## config.mk

```make
export PLATFORM = sky130hd
export DESIGN_NAME = tmr_timer_channel
export DESIGN_NICKNAME = d
export VERILOG_FILES = /design/src/rtl/tmr_sync_edge.v /design/src/rtl/tmr_prescaler.v /design/src/rtl/tmr_timer_channel.v
export VERILOG_INCLUDE_DIRS = /design/src /design/src/rtl
export SDC_FILE = /design/constraint.sdc
export NUM_CORES = 1
export LEC_CHECK = 0
export BUFFER_PORTS_ARGS = -buffer_cell sky130_fd_sc_hd__buf_2
export CAP_MARGIN = 20
export CORE_ASPECT_RATIO = 0.9
export CORE_MARGIN = 1.5
export CORE_UTILIZATION = 48
export CTS_CLUSTER_SIZE = 25
export DETAILED_ROUTE_END_ITERATION = 6
export HOLD_SLACK_MARGIN = 0.12
export PLACE_DENSITY = 0.71
export SLEW_MARGIN = 25
export SYNTH_ARGS = -nofsm -noshare
export SYNTH_HDL_FRONTEND = slang
export SYNTH_SLANG_ARGS = --single-unit
```

## constraint.sdc

```tcl
create_clock -name clk -period 4.45 [get_ports clk]
set_input_delay 0.445 -clock clk [delete_from_list [all_inputs] [get_ports clk]]
set_output_delay 0.445 -clock clk [all_outputs]
set_load 0.02 [all_outputs]
```

## src/rtl/tmr_defs.vh

```
/*
 * tmr_defs.vh: register offsets, field positions, reset values and
 * mode codes of the timer channel.
 * Assumes byte addressing on a 32-bit Wishbone bus.
 */
`ifndef TMR_DEFS_VH
`define TMR_DEFS_VH

// register byte offsets
`define TMR_OFF_CTRL 8'h08
`define TMR_OFF_MODE 8'h0c
`define TMR_OFF_CNT 8'h1c
`define TMR_OFF_CMP0 8'h20
`define TMR_OFF_CMP1 8'h24
`define TMR_OFF_CAP0 8'h28
`define TMR_OFF_CAP1 8'h2c

// control register fields
`define TMR_CR_START 0
`define TMR_CR_TRIG 1
`define TMR_CR_RSV3_2 3:2
`define TMR_CR_SYNC 5
`define TMR_CR_RSV6 6
`define TMR_CR_DBUF 7
`define TMR_CR_RESET 8'h00

// mode register fields
`define TMR_MD_CLK 2:0
`define TMR_MD_CLE 3
`define TMR_MD_SWCAP 6
`define TMR_MD_RSV7 7
`define TMR_MD_CPM 10:8
`define TMR_MD_LO_RESET 8'h00
`define TMR_MD_CPM_RESET 3'h0

// capture/clear mode codes
`define TMR_CPM_OFF 3'h0
`define TMR_CPM_IN0_IN1 3'h1
`define TMR_CPM_IN0_BOTH 3'h2
`define TMR_CPM_FF 3'h3
`define TMR_CPM_CLR1 3'h4
`define TMR_CPM_CAP0_CLR1 3'h5

// source clock codes
`define TMR_CLK_PIN 3'h0
`define TMR_CLK_D1 3'h1
`define TMR_CLK_D4 3'h2
`define TMR_CLK_D16 3'h3
`define TMR_CLK_BLANK 3'h4
`define TMR_CLK_D64 3'h5
`define TMR_CLK_D128 3'h6
`define TMR_CLK_D256 3'h7

// prescaler tap indices (divide by 2 to the index)
`define TMR_TAP_D1 0
`define TMR_TAP_D4 2
`define TMR_TAP_D16 4
`define TMR_TAP_D64 6
`define TMR_TAP_D128 7
`define TMR_TAP_D256 8

`define TMR_CNT_ZERO 16'h0000

`endif

```

## src/rtl/tmr_sync_edge.v

```verilog
/*
 * tmr_sync_edge.v: two-stage synchroniser with rise and fall pulses.
 * Assumes an asynchronous pin input and one clock.
 */
`timescale 1ns/1ns
`default_nettype none
module tmr_sync_edge (
    // clock and reset
    input wire clk,
    input wire rst,
    // pin
    input wire pinIn,
    // synchronised level and edges
    output wire level,
    output wire rise,
    output wire fall
);
    reg meta_ff;
    reg sync_ff;
    reg prev_ff;

    always @(posedge clk or posedge rst)
    begin
        if (rst)
        begin
            meta_ff <= 1'b0;
            sync_ff <= 1'b0;
            prev_ff <= 1'b0;
        end
        else
        begin
            meta_ff <= pinIn;
            sync_ff <= meta_ff;
            prev_ff <= sync_ff;
        end
    end

    assign level = sync_ff;
    assign rise = sync_ff & ~prev_ff;
    assign fall = ~sync_ff & prev_ff;
endmodule // tmr_sync_edge
`default_nettype wire

```

## src/rtl/tmr_prescaler.v

```verilog
/*
 * tmr_prescaler.v: free divider giving one-cycle tap enables.
 * Assumes tap k pulses once every 2**k cycles while enabled.
 */
`timescale 1ns/1ns
`default_nettype none
module tmr_prescaler #(
    parameter WIDTH = 8
) (
    // clock and reset
    input wire clk,
    input wire rst,
    // control
    input wire enable,
    // tap enables, tap 0 every cycle
    output wire [WIDTH:0] tap
);
    reg [WIDTH-1:0] div_ff;
    genvar k;

    always @(posedge clk or posedge rst)
    begin
        if (rst)
            div_ff <= {WIDTH{1'b0}};
        else if (!enable)
            div_ff <= {WIDTH{1'b0}};
        else
            div_ff <= div_ff + {{(WIDTH-1){1'b0}}, 1'b1};
    end

    assign tap[0] = enable;
    generate
        for (k = 1; k <= WIDTH; k = k + 1)
        begin : g_tap
            assign tap[k] = enable & (&div_ff[k-1:0]);
        end
    endgenerate
endmodule // tmr_prescaler
`default_nettype wire

```

## src/rtl/tmr_timer_channel.v

```verilog
/*
 * tmr_timer_channel.v: one 16-bit up-counting timer channel with its
 * control and mode registers, compare and capture registers, on a
 * classic Wishbone slave.
 * Assumes run command, sync start pulse and flip-flop level come from
 * logic on clk; trigger, count and capture inputs are asynchronous pins.
 */
// Functional notes
// - start source bit: 0 software run, 1 wait for external trigger edge
// - trigger edge bit: 0 rising, 1 falling edge of trigger input
// - sync bit: 0 start alone, 1 start with other channels
// - capture/clear mode 000 disables all pin capture and clear
// - mode 001: input0 rise to capture0, input1 rise to capture1
// - mode 010: input0 rise to capture0, input0 fall to capture1
// - mode 011: flip-flop rise to capture0, fall to capture1
// - mode 100: no capture, input1 rise clears counter
// - mode 101: input0 rise to capture0, input1 rise clears counter
// - capture stores the count before a simultaneous clear
// - writing 0 to bit 6 captures into capture0; reads as 1
// - clear enable bit lets compare1 match clear the counter
// - source clock 000 counts rising edges of the external count pin
// - codes 001..111 pick divide 1,4,16,64,128,256; 100 counts nothing
// - counter is 16-bit, counting up from zero per source tick
// - both compare registers have buffer and active stages
`timescale 1ns/1ns
`default_nettype none
`include "tmr_defs.vh"
module tmr_timer_channel #(
    parameter CW = 16,
    parameter PRE_W = 8
) (
    // clock and reset
    input wire clk,
    input wire rst,
    // wishbone slave
    input wire wb_cyc_i,
    input wire wb_stb_i,
    input wire wb_we_i,
    input wire [7:0] wb_adr_i,
    input wire [3:0] wb_sel_i,
    input wire [31:0] wb_dat_i,
    output reg [31:0] wb_dat_o,
    output wire wb_ack_o,
    // channel control from neighbouring logic
    input wire runCmd,
    input wire syncStart,
    input wire timerFlipflopOutput,
    // pins
    input wire externalCountInput,
    input wire captureInput0,
    input wire captureInput1,
    // events and state
    output reg [CW-1:0] countValue,
    output reg compareMatch0,
    output reg compareMatch1,
    output reg overflowEvent,
    output reg capture0Event,
    output reg capture1Event,
    output wire counting
);
    localparam [2:0] ST_IDLE = 3'b001;
    localparam [2:0] ST_WAIT = 3'b010;
    localparam [2:0] ST_RUN = 3'b100;

    reg ack_ff;
    reg [7:0] ctrl_ff;
    reg [7:0] modeLo_ff;
    reg [2:0] cpm_ff;
    reg [2:0] state_ff;
    reg [2:0] nxt_state;
    reg [CW-1:0] cnt_ff;
    reg [CW-1:0] nxt_cnt;
    reg [CW-1:0] cmpBuf0_ff;
    reg [CW-1:0] cmpBuf1_ff;
    reg [CW-1:0] cmpAct0_ff;
    reg [CW-1:0] cmpAct1_ff;
    reg [CW-1:0] cap0_ff;
    reg [CW-1:0] cap1_ff;
    reg ffPrev_ff;
    reg tick;
    reg cap0Go;
    reg cap1Go;
    reg pinClear;
    reg trigGo;
    reg startGo;

    wire access;
    wire wrEn;
    wire swCapture;
    wire [PRE_W:0] tap;
    wire in0Rise;
    wire in0Fall;
    wire in1Rise;
    wire trigRise;
    wire trigFall;
    wire cntRise;
    wire ffRise;
    wire ffFall;
    wire match0;
    wire match1;
    wire cmpClear;
    wire dbufEn;

    // synchronised pin edges
    tmr_sync_edge u_in0 (
        .clk(clk),
        .rst(rst),
        .pinIn(captureInput0),
        .level(),
        .rise(in0Rise),
        .fall(in0Fall)
    );

    tmr_sync_edge u_in1 (
        .clk(clk),
        .rst(rst),
        .pinIn(captureInput1),
        .level(),
        .rise(in1Rise),
        .fall()
    );

    // count pin doubles as the start trigger
    tmr_sync_edge u_cin (
        .clk(clk),
        .rst(rst),
        .pinIn(externalCountInput),
        .level(),
        .rise(trigRise),
        .fall(trigFall)
    );

    assign cntRise = trigRise;

    tmr_prescaler #(
        .WIDTH(PRE_W)
    ) u_pre (
        .clk(clk),
        .rst(rst),
        .enable(runCmd),
        .tap(tap)
    );

    // flip-flop level is on clk, edge detect only
    always @(posedge clk or posedge rst)
    begin
        if (rst)
            ffPrev_ff <= 1'b0;
        else
            ffPrev_ff <= timerFlipflopOutput;
    end

    assign ffRise = timerFlipflopOutput & ~ffPrev_ff;
    assign ffFall = ~timerFlipflopOutput & ffPrev_ff;

    // wishbone decode
    assign access = wb_cyc_i & wb_stb_i & ~ack_ff;
    assign wrEn = wb_cyc_i & wb_stb_i & wb_we_i & ack_ff;
    assign wb_ack_o = ack_ff;
    assign swCapture = wrEn & (wb_adr_i == `TMR_OFF_MODE) & wb_sel_i[0]
        & ~wb_dat_i[`TMR_MD_SWCAP];
    assign dbufEn = ctrl_ff[`TMR_CR_DBUF];
    assign counting = state_ff[2];

    always @(posedge clk or posedge rst)
    begin
        if (rst)
            ack_ff <= 1'b0;
        else
            ack_ff <= access;
    end

    // control and mode registers
    always @(posedge clk or posedge rst)
    begin
        if (rst)
        begin
            ctrl_ff <= `TMR_CR_RESET;
            modeLo_ff <= `TMR_MD_LO_RESET;
            cpm_ff <= `TMR_MD_CPM_RESET;
        end
        else if (wrEn && wb_adr_i == `TMR_OFF_CTRL && wb_sel_i[0])
        begin
            ctrl_ff <= wb_dat_i[7:0] & 8'hef;
        end
        else if (wrEn && wb_adr_i == `TMR_OFF_MODE)
        begin
            // mode is meant to change only while stopped
            if (wb_sel_i[0])
                modeLo_ff <= wb_dat_i[7:0] & 8'h8f;
            if (wb_sel_i[1])
                cpm_ff <= wb_dat_i[`TMR_MD_CPM];
        end
    end

    // read mux
    always @*
    begin
        wb_dat_o = 32'h00000000;
        if (ack_ff)
        begin
            case (wb_adr_i)
                `TMR_OFF_CTRL: wb_dat_o = {24'h000000, ctrl_ff};
                `TMR_OFF_MODE: wb_dat_o = {21'h0, cpm_ff,
                    modeLo_ff[7], 1'b1, modeLo_ff[5:0]};
                `TMR_OFF_CNT: wb_dat_o = {16'h0000, cnt_ff};
                `TMR_OFF_CMP0: wb_dat_o = {16'h0000, cmpBuf0_ff};
                `TMR_OFF_CMP1: wb_dat_o = {16'h0000, cmpBuf1_ff};
                `TMR_OFF_CAP0: wb_dat_o = {16'h0000, cap0_ff};
                `TMR_OFF_CAP1: wb_dat_o = {16'h0000, cap1_ff};
                default: wb_dat_o = 32'h00000000;
            endcase
        end
    end

    // start sequencing
    always @*
    begin
        if (ctrl_ff[`TMR_CR_TRIG])
            trigGo = trigFall;
        else
            trigGo = trigRise;
        startGo = (~ctrl_ff[`TMR_CR_START] | trigGo)
            & (~ctrl_ff[`TMR_CR_SYNC] | syncStart);
        nxt_state = state_ff;
        case (state_ff)
            ST_IDLE:
                if (runCmd)
                    nxt_state = startGo ? ST_RUN : ST_WAIT;
            ST_WAIT:
                if (!runCmd)
                    nxt_state = ST_IDLE;
                else if (startGo)
                    nxt_state = ST_RUN;
            ST_RUN:
                if (!runCmd)
                    nxt_state = ST_IDLE;
            default:
                nxt_state = ST_IDLE;
        endcase
    end

    always @(posedge clk or posedge rst)
    begin
        if (rst)
            state_ff <= ST_IDLE;
        else
            state_ff <= nxt_state;
    end

    // source clock select
    always @*
    begin
        case (modeLo_ff[`TMR_MD_CLK])
            `TMR_CLK_PIN: tick = cntRise;
            `TMR_CLK_D1: tick = tap[`TMR_TAP_D1];
            `TMR_CLK_D4: tick = tap[`TMR_TAP_D4];
            `TMR_CLK_D16: tick = tap[`TMR_TAP_D16];
            `TMR_CLK_D64: tick = tap[`TMR_TAP_D64];
            `TMR_CLK_D128: tick = tap[`TMR_TAP_D128];
            `TMR_CLK_D256: tick = tap[`TMR_TAP_D256];
            default: tick = 1'b0;
        endcase
    end

    // capture and pin clear decode
    always @*
    begin
        cap0Go = 1'b0;
        cap1Go = 1'b0;
        pinClear = 1'b0;
        case (cpm_ff)
            `TMR_CPM_OFF:
                cap0Go = 1'b0;
            `TMR_CPM_IN0_IN1:
            begin
                cap0Go = in0Rise;
                cap1Go = in1Rise;
            end
            `TMR_CPM_IN0_BOTH:
            begin
                cap0Go = in0Rise;
                cap1Go = in0Fall;
            end
            `TMR_CPM_FF:
            begin
                cap0Go = ffRise;
                cap1Go = ffFall;
            end
            `TMR_CPM_CLR1:
                pinClear = in1Rise;
            `TMR_CPM_CAP0_CLR1:
            begin
                cap0Go = in0Rise;
                pinClear = in1Rise;
            end
            default:
                pinClear = 1'b0;
        endcase
    end

    assign match0 = counting & tick & (cnt_ff == cmpAct0_ff);
    assign match1 = counting & tick & (cnt_ff == cmpAct1_ff);
    assign cmpClear = match1 & modeLo_ff[`TMR_MD_CLE];

    // up-counter
    always @*
    begin
        nxt_cnt = cnt_ff;
        if (!counting || !runCmd)
            nxt_cnt = `TMR_CNT_ZERO;
        else if (pinClear || cmpClear)
            nxt_cnt = `TMR_CNT_ZERO;
        else if (tick)
            nxt_cnt = cnt_ff + {{(CW-1){1'b0}}, 1'b1};
    end

    always @(posedge clk or posedge rst)
    begin
        if (rst)
            cnt_ff <= `TMR_CNT_ZERO;
        else
            cnt_ff <= nxt_cnt;
    end

    // capture registers keep the pre-clear count
    always @(posedge clk or posedge rst)
    begin
        if (rst)
        begin
            cap0_ff <= `TMR_CNT_ZERO;
            cap1_ff <= `TMR_CNT_ZERO;
        end
        else
        begin
            if (cap0Go || swCapture)
                cap0_ff <= cnt_ff;
            if (cap1Go)
                cap1_ff <= cnt_ff;
        end
    end

    // compare registers, buffer then active stage
    always @(posedge clk or posedge rst)
    begin
        if (rst)
        begin
            cmpBuf0_ff <= `TMR_CNT_ZERO;
            cmpBuf1_ff <= `TMR_CNT_ZERO;
        end
        else if (wrEn && wb_sel_i[1:0] == 2'b11)
        begin
            if (wb_adr_i == `TMR_OFF_CMP0)
                cmpBuf0_ff <= wb_dat_i[CW-1:0];
            if (wb_adr_i == `TMR_OFF_CMP1)
                cmpBuf1_ff <= wb_dat_i[CW-1:0];
        end
    end

    // active stage follows buffer at once, or on a counter clear
    always @(posedge clk or posedge rst)
    begin
        if (rst)
        begin
            cmpAct0_ff <= `TMR_CNT_ZERO;
            cmpAct1_ff <= `TMR_CNT_ZERO;
        end
        else if (!dbufEn || !counting || cmpClear || pinClear)
        begin
            cmpAct0_ff <= cmpBuf0_ff;
            cmpAct1_ff <= cmpBuf1_ff;
        end
    end

    // registered event outputs
    always @(posedge clk or posedge rst)
    begin
        if (rst)
        begin
            countValue <= `TMR_CNT_ZERO;
            compareMatch0 <= 1'b0;
            compareMatch1 <= 1'b0;
            overflowEvent <= 1'b0;
            capture0Event <= 1'b0;
            capture1Event <= 1'b0;
        end
        else
        begin
            countValue <= nxt_cnt;
            compareMatch0 <= match0;
            compareMatch1 <= match1;
            overflowEvent <= counting & tick & ~pinClear & ~cmpClear
                & (&cnt_ff);
            capture0Event <= cap0Go | swCapture;
            capture1Event <= cap1Go;
        end
    end
endmodule // tmr_timer_channel
`default_nettype wire

```

==> metrics.md, run 1 <==
| Metric | Value |
|---|---|
| Status | `completed` |
| Vias in the first global route | `5196` |
| Worst Max-Slew Pin Slew | `0.9885 ns` |
| Synth area leaders | `dfrtp_1 50%, mux2_2 13%, mux4_2 3.3%` |
| Routed len/inst | `20.32 µm` |
| Total Routing Usage GR | `22.99%` |
| Synthesized flop and latch total | `154` |
| PwrDens | `353.2 nW/µm²` |
| Synth Cell Area | `7617 µm²` |
| Leading area contributor after synthesis | `dfrtp_1` |
| CTS Buf Count | `17` |
| Post-synth ARST share | `100.0%` |
| Skew final | `0.007595 ns` |
| Startpoint types | `input port` |
| Combinational family with the most area after synthesis | `multiplexers` |
| Die X-Extent | `135.8 µm` |
| Htree depth | `4` |
| Pwr Total | `3045 µW` |
| VDD IR-drop max | `0.3180 mV` |
| Reg2reg start | `countValue[11]` |
| CTS tree | `built` |
| I/O Buffers | `75` |
| Final max-slew violation count | `0` |
| CP max stage cell | `and3_1` |
| Adder-cell share of the synthesized area | `0.3285%` |
| Fmax | `315.2 MHz` |
| Sequential area share after synthesis | `50.61%` |
| Simple-gate share of the synthesized area | `10.50%` |
| DRT iter0 DRCs | `476` |
| Starting density of the core | `49.33%` |
| Die Span Y | `122.5 µm` |
| CTS Root Cell | `clkbuf_16` |
| Yosys Warn Count | `0` |
| Syn Area/Cell | `12.39 µm²` |
| Final period util | `71.30%` |
| Setup violators final | `0` |
| GRT Residual Overflow | `0` |
| Tmin final | `3.173 ns` |
| CTS Hold Bufs | `3` |
| Flop-to-flop setup slack | `1.87 ns` |
| Fin area | `8621 µm²` |
| Layout cells sized above 1 | `33.87%` |
| DP HPWL | `11990 µm` |
| Die area | `16640 µm²` |
| RSZ-0062 raised after global routing | `no` |
| WS Path Type | `in2out` |
| Clk Latency, worst-skew pair | `0.43 ns` |
| Inserted Diodes | `0` |
| Post-route setup TNS | `0 ns` |
| Crit path max-delay family | `simple AND/OR/NAND/NOR gates` |
| Hold Path Class | `in2reg` |
| Post-synthesis xor/xnor area fraction | `4.484%` |
| WHS Endpoint | `ffPrev_ff` |
| Multi-input gate area | `3408 µm²` |
| Initial antenna violation count | `0` |
| Area delta synth->final | `13.17%` |
| Top-count cell post-synth | `dfrtp_1` |
| Slew HR | `34.10%` |
| Number of synthesized flops with an enable pin | `0` |
| Commonest cells post-synth | `153 x dfrtp_1, 91 x mux2_2, 26 x a21oi_1, 25 x nand2_1, 22 x nor2_1` |
| Cells after Synth | `615` |
| Req. time, crit path | `4.01 ns` |
| Post-synth top area share | `50.26%` |
| # IOs | `110` |
| Setup repair bufs after CTS | `0` |
| Global-route wire length before repair | `28300 µm` |
| Synth Flop Type | `dfrtp_1` |
| Number of buffers and inverters on the critical path | `2` |
| Dpl cell area | `7981 µm²` |
| Final #Nets | `729` |
| Critical path cell sequence | `buf_2, nand2b_1, nor2_1, and3_1, a22oi_1, nor2_1, buf_2` |
| Worst Reg-to-Reg Cells | `6` |
| R2R Path End | `cmpAct1_ff[2]` |
| Antenna viol nets, final | `0` |
| Clk buf depth | `2` |
| Max FO, Critical Path | `23` |
| Worst hold margin | `0.1484 ns` |
| GPL Wtd Cong | `0.8162` |
| # Max-Cap Violations | `0` |
| Detailed Routing Iterations Pass 1 | `5` |
| WL final | `18020 µm` |
| Routed via count | `5231` |
| Leakage | `0.004097 µW` |
| Sinks on Clock Net | `154` |
| Crit path arrival time | `2.73 ns` |
| Storage cell area | `3855 µm²` |
| Pin count of the biggest net entering global routing | `155` |
| Resize count post-CTS | `0` |
| Distinct cells, synth | `62` |
| Slowest cell delay on critical path | `0.72 ns` |
| DRC Markers | `0` |
| Post-synthesis compound-gate area fraction | `8.295%` |
| Hold Path Depth | `1` |
| Critical path capture point type | `output port` |
| Num rows | `43` |
| Reg clk slew, reported paths | `0.06 ns` |
| # fillers | `1265` |
| Vias per Instance | `5.897` |
| Hold wc startpoint | `timerFlipflopOutput` |
| Fin. Hold Viols | `0` |
| Core area | `15440 µm²` |
| Mux cell area share after synthesis | `20.34%` |
placed cells by master (no fill, tap or decap), drive strengths merged, types with 3 or more instances in the layout:
| cell | netlist | final |
|---|---|---|
| dfrtp | 153 | 153 |
| mux2 | 110 | 110 |
| buf | 47 | 81 |
| a21oi | 26 | 26 |
| nand2 | 25 | 25 |
| clkbuf | 14 | 25 |
| nor2 | 24 | 24 |
| xor2 | 20 | 20 |
| xnor2 | 19 | 19 |
| conb | 1 | 16 |
| o31ai | 15 | 15 |
| or4 | 15 | 15 |
| nand3 | 15 | 15 |
| a22oi | 14 | 14 |
| nand4 | 13 | 13 |
| o21ai | 13 | 13 |
| and3 | 12 | 12 |
| mux4 | 11 | 11 |
| inv | 8 | 7 |
| nand2b | 6 | 6 |
| a31oi | 6 | 6 |
| nor4 | 6 | 6 |
| and4 | 4 | 4 |
| mux2i | 4 | 4 |
| a222oi | 3 | 3 |
| bufinv | 0 | 3 |
| clkinv | 0 | 3 |
| dlygate4sd3 | 0 | 3 |
| nor3b | 3 | 3 |
layout make-up:
| cell class | instances | share of cell area (%) |
|---|---|---|
| sequential | 154 | 44.72 |
| multi-input combinational | 407 | 39.54 |
| clock buffer | 25 | 5.747 |
| timing repair buffer | 84 | 5.370 |
| tap | 202 | 2.932 |
| clock inverter | 7 | 1.306 |
| inverter | 8 | 0.3919 |
cells by family (layout without fill, tap and decap cells):
family	Yosys count	after routing
other	1	16
AO/OA/AOI/OAI	91	91
buffers and inverters	69	124
XOR/XNOR	39	39
AND/OR/NAND/NOR	134	134
adder cells (fa/ha/maj)	2	2
flip-flops	154	154
multiplexers	125	125
flip-flops by register name (all words and copies together), names as in the netlist, 3 cells and up:
| register | cells |
|---|---|
| countValue | 16 |
| cmpAct0_ff | 16 |
| ctrl_ff | 7 |
| modeLo_ff | 5 |
| cap0_ff | 16 |
| cmpAct1_ff | 16 |
| cap1_ff | 16 |
| cmpBuf1_ff | 16 |
| state_ff | 3 |
| u_pre.div_ff | 8 |
| cmpBuf0_ff | 16 |
| cpm_ff | 3 |
stage by stage:
step / utilization (%) / std cells / setup slack [ns]
floorplan: - / 630 / 1.853
global placement: 51.69 / 852 / 1.309
detailed placement: 51.69 / 852 / 1.294
CTS: 55.82 / 887 / 1.288
global route: 55.83 / 887 / 1.084
finish: 55.83 / 887 / 1.277
worst max-delay path by stage:
stage | start | slack, ns | cells past startpoint | to
finish | wb_adr_i[3] | 1.28 | 7 | wb_dat_o[15]
global route | wb_adr_i[3] | 1.08 | 7 | wb_dat_o[0]
CTS | wb_adr_i[3] | 1.29 | 7 | wb_dat_o[7]
detailed placement | wb_adr_i[3] | 1.29 | 7 | wb_dat_o[7]
global placement | wb_adr_i[3] | 1.31 | 7 | wb_dat_o[5]
floorplan | wb_adr_i[1] | 1.85 | 5 | wb_dat_o[7]
per-layer routing:
layer  vias to the layer above  global-route usage [%]  wire [µm]
met5                         -                       0          0
met4                         0                   8.401        381
met3                        34                   4.585       1080
met2                       201                   35.31       8390
met1                      2673                   32.48       8167
li1                       2323                       -          -
report_power, final:
| group | total (µW) | switching, µW | internal, µW |
|---|---|---|---|
| Combinational | 129 | 92.2 | 36.8 |
| Sequential | 1420 | 11.5 | 1410 |
| Clock | 1490 | 552 | 939 |
Note: power is estimated with default switching activity, not from simulation.
==> run 2, diff against run 1 <==
- PLACE_DENSITY: 0.71 -> 0.69
- clock period: 4.45 -> 3.2 ns (I/O delays scaled with it)
==> metrics.md, run 2 (same netlist as run 1, synthesis figures left out) <==
| Metric | Value |
|---|---|
| CTS Buf Count | `17 (unchanged)` |
| Fmax | `381.6 MHz` |
| Commonest non-fill, non-tap cell in the layout | `dfrtp_1` |
| PwrDens | `474.2 nW/µm² (+34%)` |
| Hold Path Class | `in2reg` |
| I/O Buffers | `75 (unchanged)` |
| WL final | `19200 µm (+6.6%)` |
| Slew HR | `59.02% (+25 points)` |
| Global-route wire length before repair | `30290 µm (+7.1%)` |
| Slowest cell delay on critical path | `0.58 ns (-0.14 ns)` |
| Req. time, crit path | `2.88 ns (-1.13 ns)` |
| Startpoint types | `input port` |
| Fin area | `8852 µm² (+2.7%)` |
| WS Path Type | `in2out` |
| Core area | `15440 µm² (unchanged)` |
| Sinks on Clock Net | `154 (unchanged)` |
| CTS tree | `built` |
| DRT iter0 DRCs | `422 (-11%)` |
| Critical path depth in cells | `8 (+1)` |
| Antenna viol nets, final | `0 (unchanged)` |
| CTS Root Cell | `clkbuf_16` |
| Hold Path Depth | `2 (+1)` |
| Inserted Diodes | `0 (unchanged)` |
| Dpl cell area | `8152 µm² (+2.1%)` |
| CP max stage cell | `or4_4` |
| DP HPWL | `13120 µm (+9.4%)` |
| Clk buf depth | `2 (unchanged)` |
| Pin count of the biggest net entering global routing | `63 (-59%)` |
| Routed len/inst | `20.99 µm (+3.3%)` |
| Detailed Routing Iterations Pass 1 | `5 (unchanged)` |
| Leakage | `0.004241 µW (+3.5%)` |
| Worst Reg-to-Reg Cells | `5 (-1)` |
| Post-route setup TNS | `0 ns (unchanged)` |
| Crit path arrival time | `2.30 ns (-0.43 ns)` |
| Num rows | `43 (unchanged)` |
| RSZ-0062 raised after global routing | `no` |
| GRT Residual Overflow | `0 (unchanged)` |
| GPL Wtd Cong | `0.8164 (about the same)` |
| Clk Latency, worst-skew pair | `0.43 ns (about the same)` |
| Area delta synth->final | `16.21%` |
| Reg clk slew, reported paths | `0.06 ns (about the same)` |
| Htree depth | `4 (unchanged)` |
| Initial antenna violation count | `0 (unchanged)` |
| Skew final | `0.008779 ns (+0.001185 ns)` |
| # fillers | `1274 (+0.71%)` |
| Starting density of the core | `49.33% (unchanged)` |
| Die X-Extent | `135.8 µm (unchanged)` |
| Setup violators final | `0 (unchanged)` |
| Die Span Y | `122.5 µm (unchanged)` |
| Critical path cell sequence | `buf_2, or4_4, nor3b_4, buf_4, buf_4, a222oi_1, a21oi_1, buf_2` |
| Fin. Hold Viols | `0 (unchanged)` |
| Worst Max-Slew Pin Slew | `0.6147 ns (-0.3739 ns)` |
| Most frequent cells in the layout | `153 x dfrtp_1, 91 x mux2_2, 75 x buf_2, 26 x a21oi_1` |
| Die area | `16640 µm² (unchanged)` |
| Final #Nets | `757 (+3.8%)` |
| Vias in the first global route | `5477 (+5.4%)` |
| Status | `completed` |
| Number of buffers and inverters on the critical path | `4 (+2)` |
| Critical path capture point type | `output port` |
| Crit path max-delay family | `buffers and inverters` |
| Layout cells sized above 1 | `36.04% (+2.2 points)` |
| Routed via count | `5435 (+3.9%)` |
| Max FO, Critical Path | `15 (-35%)` |
| # IOs | `110 (unchanged)` |
| Vias per Instance | `5.940 (+0.72%)` |
| Total Routing Usage GR | `24.66% (+1.7 points)` |
| # Max-Cap Violations | `0 (unchanged)` |
| Final max-slew violation count | `0 (unchanged)` |
| Final period util | `81.89%` |
| Tmin final | `2.621 ns` |
| VDD IR-drop max | `0.4586 mV (+44%)` |
| DRC Markers | `0 (unchanged)` |
==> run 2: cell types whose count changed in the layout (fill, tap and decap cells not counted), sizes merged <==
cell / delta
buf: +22
bufinv: -1
inv: +3
clkinv: +1
clkbuf: -3
dlygate4sd3: +6
==> run 2: per-layer routing <==
layer  global-route usage, %  share of wire (%)  wire length (µm)
met1                   35.39                 46              8821
met2                   36.71                 45              8728
met3                   5.452                6.4              1222
met4                   9.341                2.2               429
met5                       0                  0                 0
==> run 2: layout make-up <==
type                            count  area (µm²)  area share [%]
Sequential cell                   154        3855           43.55
Clock inverter                     10       113.9           1.286
Tap cell                          202       252.7           2.855
Timing Repair Buffer              112       713.2           8.057
Inverter                            8       33.78          0.3816
Clock buffer                       22       474.2           5.357
Multi-Input combinational cell    407        3410           38.52
==> run 2: what timing repair did <==
item,in CTS,in global routing
buffers inserted,0,0
hold endpoints to repair,9,0
gates resized for setup,0,0
hold buffers,9,0
==> run 2: stage by stage <==
| stage | power, µW | hold slack (ns) | instances | setup slack [ns] | util, % |
|---|---|---|---|---|---|
| floorplan | 2136 | 0.3312 | 630 | 0.8530 | - |
| global placement | 2195 | 0.3341 | 873 | 0.5676 | 52.79 |
| detailed placement | 2204 | 0.3411 | 873 | 0.5184 | 52.79 |
| CTS | 4213 | 0.1221 | 914 | 0.5954 | 57.18 |
| global route | 4319 | 0.1334 | 915 | 0.5285 | 57.33 |
| finish | 4198 | 0.1304 | 915 | 0.5795 | 57.33 |
==> run 2: path summary, 6_finish.rpt <==
check                         startpoint        endpoint  slack, ns
min in group asynchronous            rst  cmpBuf0_ff[12]       0.45
max reg2reg                 modeLo_ff[1]   cmpAct0_ff[1]       0.71
min reg2reg                u_in1.meta_ff     u_in1.level       0.35
min                         wb_dat_i[12]  cmpBuf1_ff[12]       0.13
max                          wb_adr_i[1]     wb_dat_o[3]       0.58
max in group asynchronous            rst      cap1_ff[6]       1.88
==> run 2: report_power, final <==
group	switching [µW]	internal, µW	leakage (µW)
logic	134	63.6	0.00184
clock network	808	1210	0.000291
registers	15.6	1960	0.00210
==> run 3, diff against run 2 <==
- clock period: 3.2 -> 2.68 ns (I/O delays scaled with it)
==> metrics.md, run 3 (same netlist as run 1, synthesis figures left out) <==
| Metric | Value |
|---|---|
| Final worst setup slack | `0.2235 ns (-0.3560 ns)` |
| Sinks on Clock Net | `154 (unchanged)` |
| Routed len/inst | `20.55 µm (-2.1%)` |
| Die X-Extent | `135.8 µm (unchanged)` |
| CTS Hold Bufs | `18 (+9)` |
| Slew HR | `31.69% (-27 points)` |
| Routed via count | `5479 (+0.81%)` |
| Critical path capture point type | `flop` |
| Die area | `16640 µm² (unchanged)` |
| Length of routed met2 wiring | `8667 µm (-0.70%)` |
| Startpoint types | `flop` |
| PwrDens | `566.1 nW/µm² (+19%)` |
| Pin count of the biggest net entering global routing | `107 (+70%)` |
| WS Path Type | `reg2reg` |
| Fin. Hold Viols | `0 (unchanged)` |
| Resize count post-CTS | `0 (unchanged)` |
| Most frequent cells in the layout | `153 x dfrtp_1, 91 x mux2_2, 75 x buf_2, 33 x buf_4, 26 x a21oi_1` |
| GPL Wtd Cong | `0.8519 (+4.3%)` |
| Sw Ratio | `22.15% (-0.65 points)` |
| Pre-CTS setup slack | `0.2618 ns (-0.2566 ns)` |
| Reg power frac | `46.3% (-0.9 points)` |
| Setup violators final | `0 (unchanged)` |
| DRT iter0 DRCs | `473 (+12%)` |
| Met3 WL | `1520 µm (+24%)` |
| Layout cells sized above 1 | `36.16% (+0.12 points)` |
| Hold Path Class | `in2reg` |
| Fmax | `407.1 MHz` |
| WL final | `19160 µm (-0.24%)` |
| Area delta synth->final | `18.45%` |
| Clk buf depth | `2 (unchanged)` |
| Met1 WL | `8667 µm (-1.7%)` |
| Storage cell area | `3855 µm² (unchanged)` |
| CP max stage cell | `or4_1` |
| Dpl cell area | `8232 µm² (+0.98%)` |
| Global-route wire length before repair | `30480 µm (+0.64%)` |
| Psw | `1131 µW (+18%)` |
| Top layer in use | `met4` |
| Clock share of power | `49.0% (+0.9 points)` |
| Vias per Instance | `5.879 (-1.0%)` |
| Htree depth | `4 (unchanged)` |
| Tmin final | `2.457 ns` |
| Core area | `15440 µm² (unchanged)` |
| Inserted Diodes | `0 (unchanged)` |
| RSZ-0062 raised after global routing | `no` |
| Initial antenna violation count | `0 (unchanged)` |
| # fillers | `1238 (-2.8%)` |
| Fin area | `9022 µm² (+1.9%)` |
| Max FO, Critical Path | `33 (+18)` |
| Clk Latency, worst-skew pair | `0.43 ns (about the same)` |
| CTS Buf Count | `17 (unchanged)` |
| CTS Root Cell | `clkbuf_16` |
| DRC Markers | `0 (unchanged)` |
| Slowest cell delay on critical path | `0.63 ns (+0.05 ns)` |
| Post-route setup TNS | `0 ns (unchanged)` |
| Leakage | `0.004318 µW (+1.8%)` |
| Req. time, crit path | `3.01 ns (+0.13 ns)` |
| Skew final | `0.01169 ns (+0.002913 ns)` |
| # Max-Cap Violations | `0 (unchanged)` |
| Starting density of the core | `49.33% (unchanged)` |
| Number of buffers and inverters on the critical path | `0 (-4)` |
| DP HPWL | `13080 µm (-0.26%)` |
| Pint | `3976 µW (+23%)` |
| Final #Nets | `774 (+2.2%)` |
| Final max-slew violation count | `0 (unchanged)` |
| Reg clk slew, reported paths | `0.06 ns (about the same)` |
| Crit path max-delay family | `simple AND/OR/NAND/NOR gates` |
| Vias in the first global route | `5607 (+2.4%)` |
| Multi-input gate area | `3408 µm² (about the same)` |
| GRT Residual Overflow | `0 (unchanged)` |
| Die Span Y | `122.5 µm (unchanged)` |
| Total Routing Usage GR | `24.66% (about the same)` |
| Worst Max-Slew Pin Slew | `1.025 ns (+0.4099 ns)` |
| Hold Path Depth | `2 (unchanged)` |
| Final period util | `91.66%` |
| Antenna viol nets, final | `0 (unchanged)` |
| I/O Buffers | `75 (unchanged)` |
| Worst Reg-to-Reg Cells | `4 (-1)` |
| Critical path depth in cells | `4 (-4)` |
| Setup repair bufs after CTS | `0 (unchanged)` |
| Detailed Routing Iterations Pass 1 | `6 (+1)` |
| Status | `completed` |
| Commonest non-fill, non-tap cell in the layout | `dfrtp_1` |
| Num rows | `43 (unchanged)` |
| VDD IR-drop max | `0.4893 mV (+6.7%)` |
| Critical path cell sequence | `or4b_1, o21a_1, or4_1, a21oi_1` |
| Crit path arrival time | `2.79 ns (+0.49 ns)` |
| Logic pwr share | `4.8% (about the same)` |
| # IOs | `110 (unchanged)` |
| CTS tree | `built` |
==> run 3: changes by cell type in the layout (fill, tap and decap cells not counted), sizes merged <==
cell,previous run,this run
bufinv,2,4
dlygate4sd3,9,18
clkinvlp,2,4
clkbuf,22,19
buf,103,111
clkinv,4,6
inv,10,7
==> run 3: power by group through the flow <==
stage | clock [µW] | combinational, µW | sequential [µW]
6_report | 2500 | 243 | 2360
5_1_grt | 2640 | 266 | 2370
4_1_cts | 2530 | 243 | 2360
3_5_place_dp | 0 | 223 | 2410
3_3_place_gp | 0 | 215 | 2400
2_1_floorplan | 0 | 145 | 2410
==> run 3: worst register-to-register path, delay by kind of cell, from the launching register on <==
family | cells | cell delay, ns
AO/OA/AOI/OAI | 2 | 0.68
flip-flops | 1 | 0.46
AND/OR/NAND/NOR | 2 | 1.24
==> run 3: metrics by stage <==
step	hold WS (ns)	cells	total power [µW]	util, %
finish	0.1347	932	5108	58.43
global route	0.1216	932	5269	58.43
CTS	0.1228	932	5133	58.42
detailed placement	0.3347	882	2629	53.31
global placement	0.3327	882	2620	53.31
floorplan	0.2994	630	2551	-
==> run 3: final timing paths <==
kind	slack (ns)	startpoint	end
setup reg to reg	0.22	modeLo_ff[1]	countValue[10]
max in group asynchronous	1.64	rst	capture0Event
hold / removal	0.13	wb_dat_i[1]	cmpBuf0_ff[1]
min in group asynchronous	0.54	rst	countValue[12]
hold reg to reg	0.35	u_cin.meta_ff	u_cin.level
setup / recovery	0.22	modeLo_ff[1]	countValue[10]
==> run 3: cell type report <==
cell class | instances | area share, %
clock inverter | 13 | 1.955
sequential | 154 | 42.73
tap | 202 | 2.801
multi-input combinational | 407 | 37.78
clock buffer | 19 | 4.798
timing repair buffer | 129 | 9.569
inverter | 8 | 0.3744
==> run 3: metal layers <==
metal / GRT usage (%) / up-vias
li1: - / 2435
met2: 37.21 / 250
met4: 6.855 / 0
met5: 0 / -
met3: 6.857 / 25
met1: 34.99 / 2769
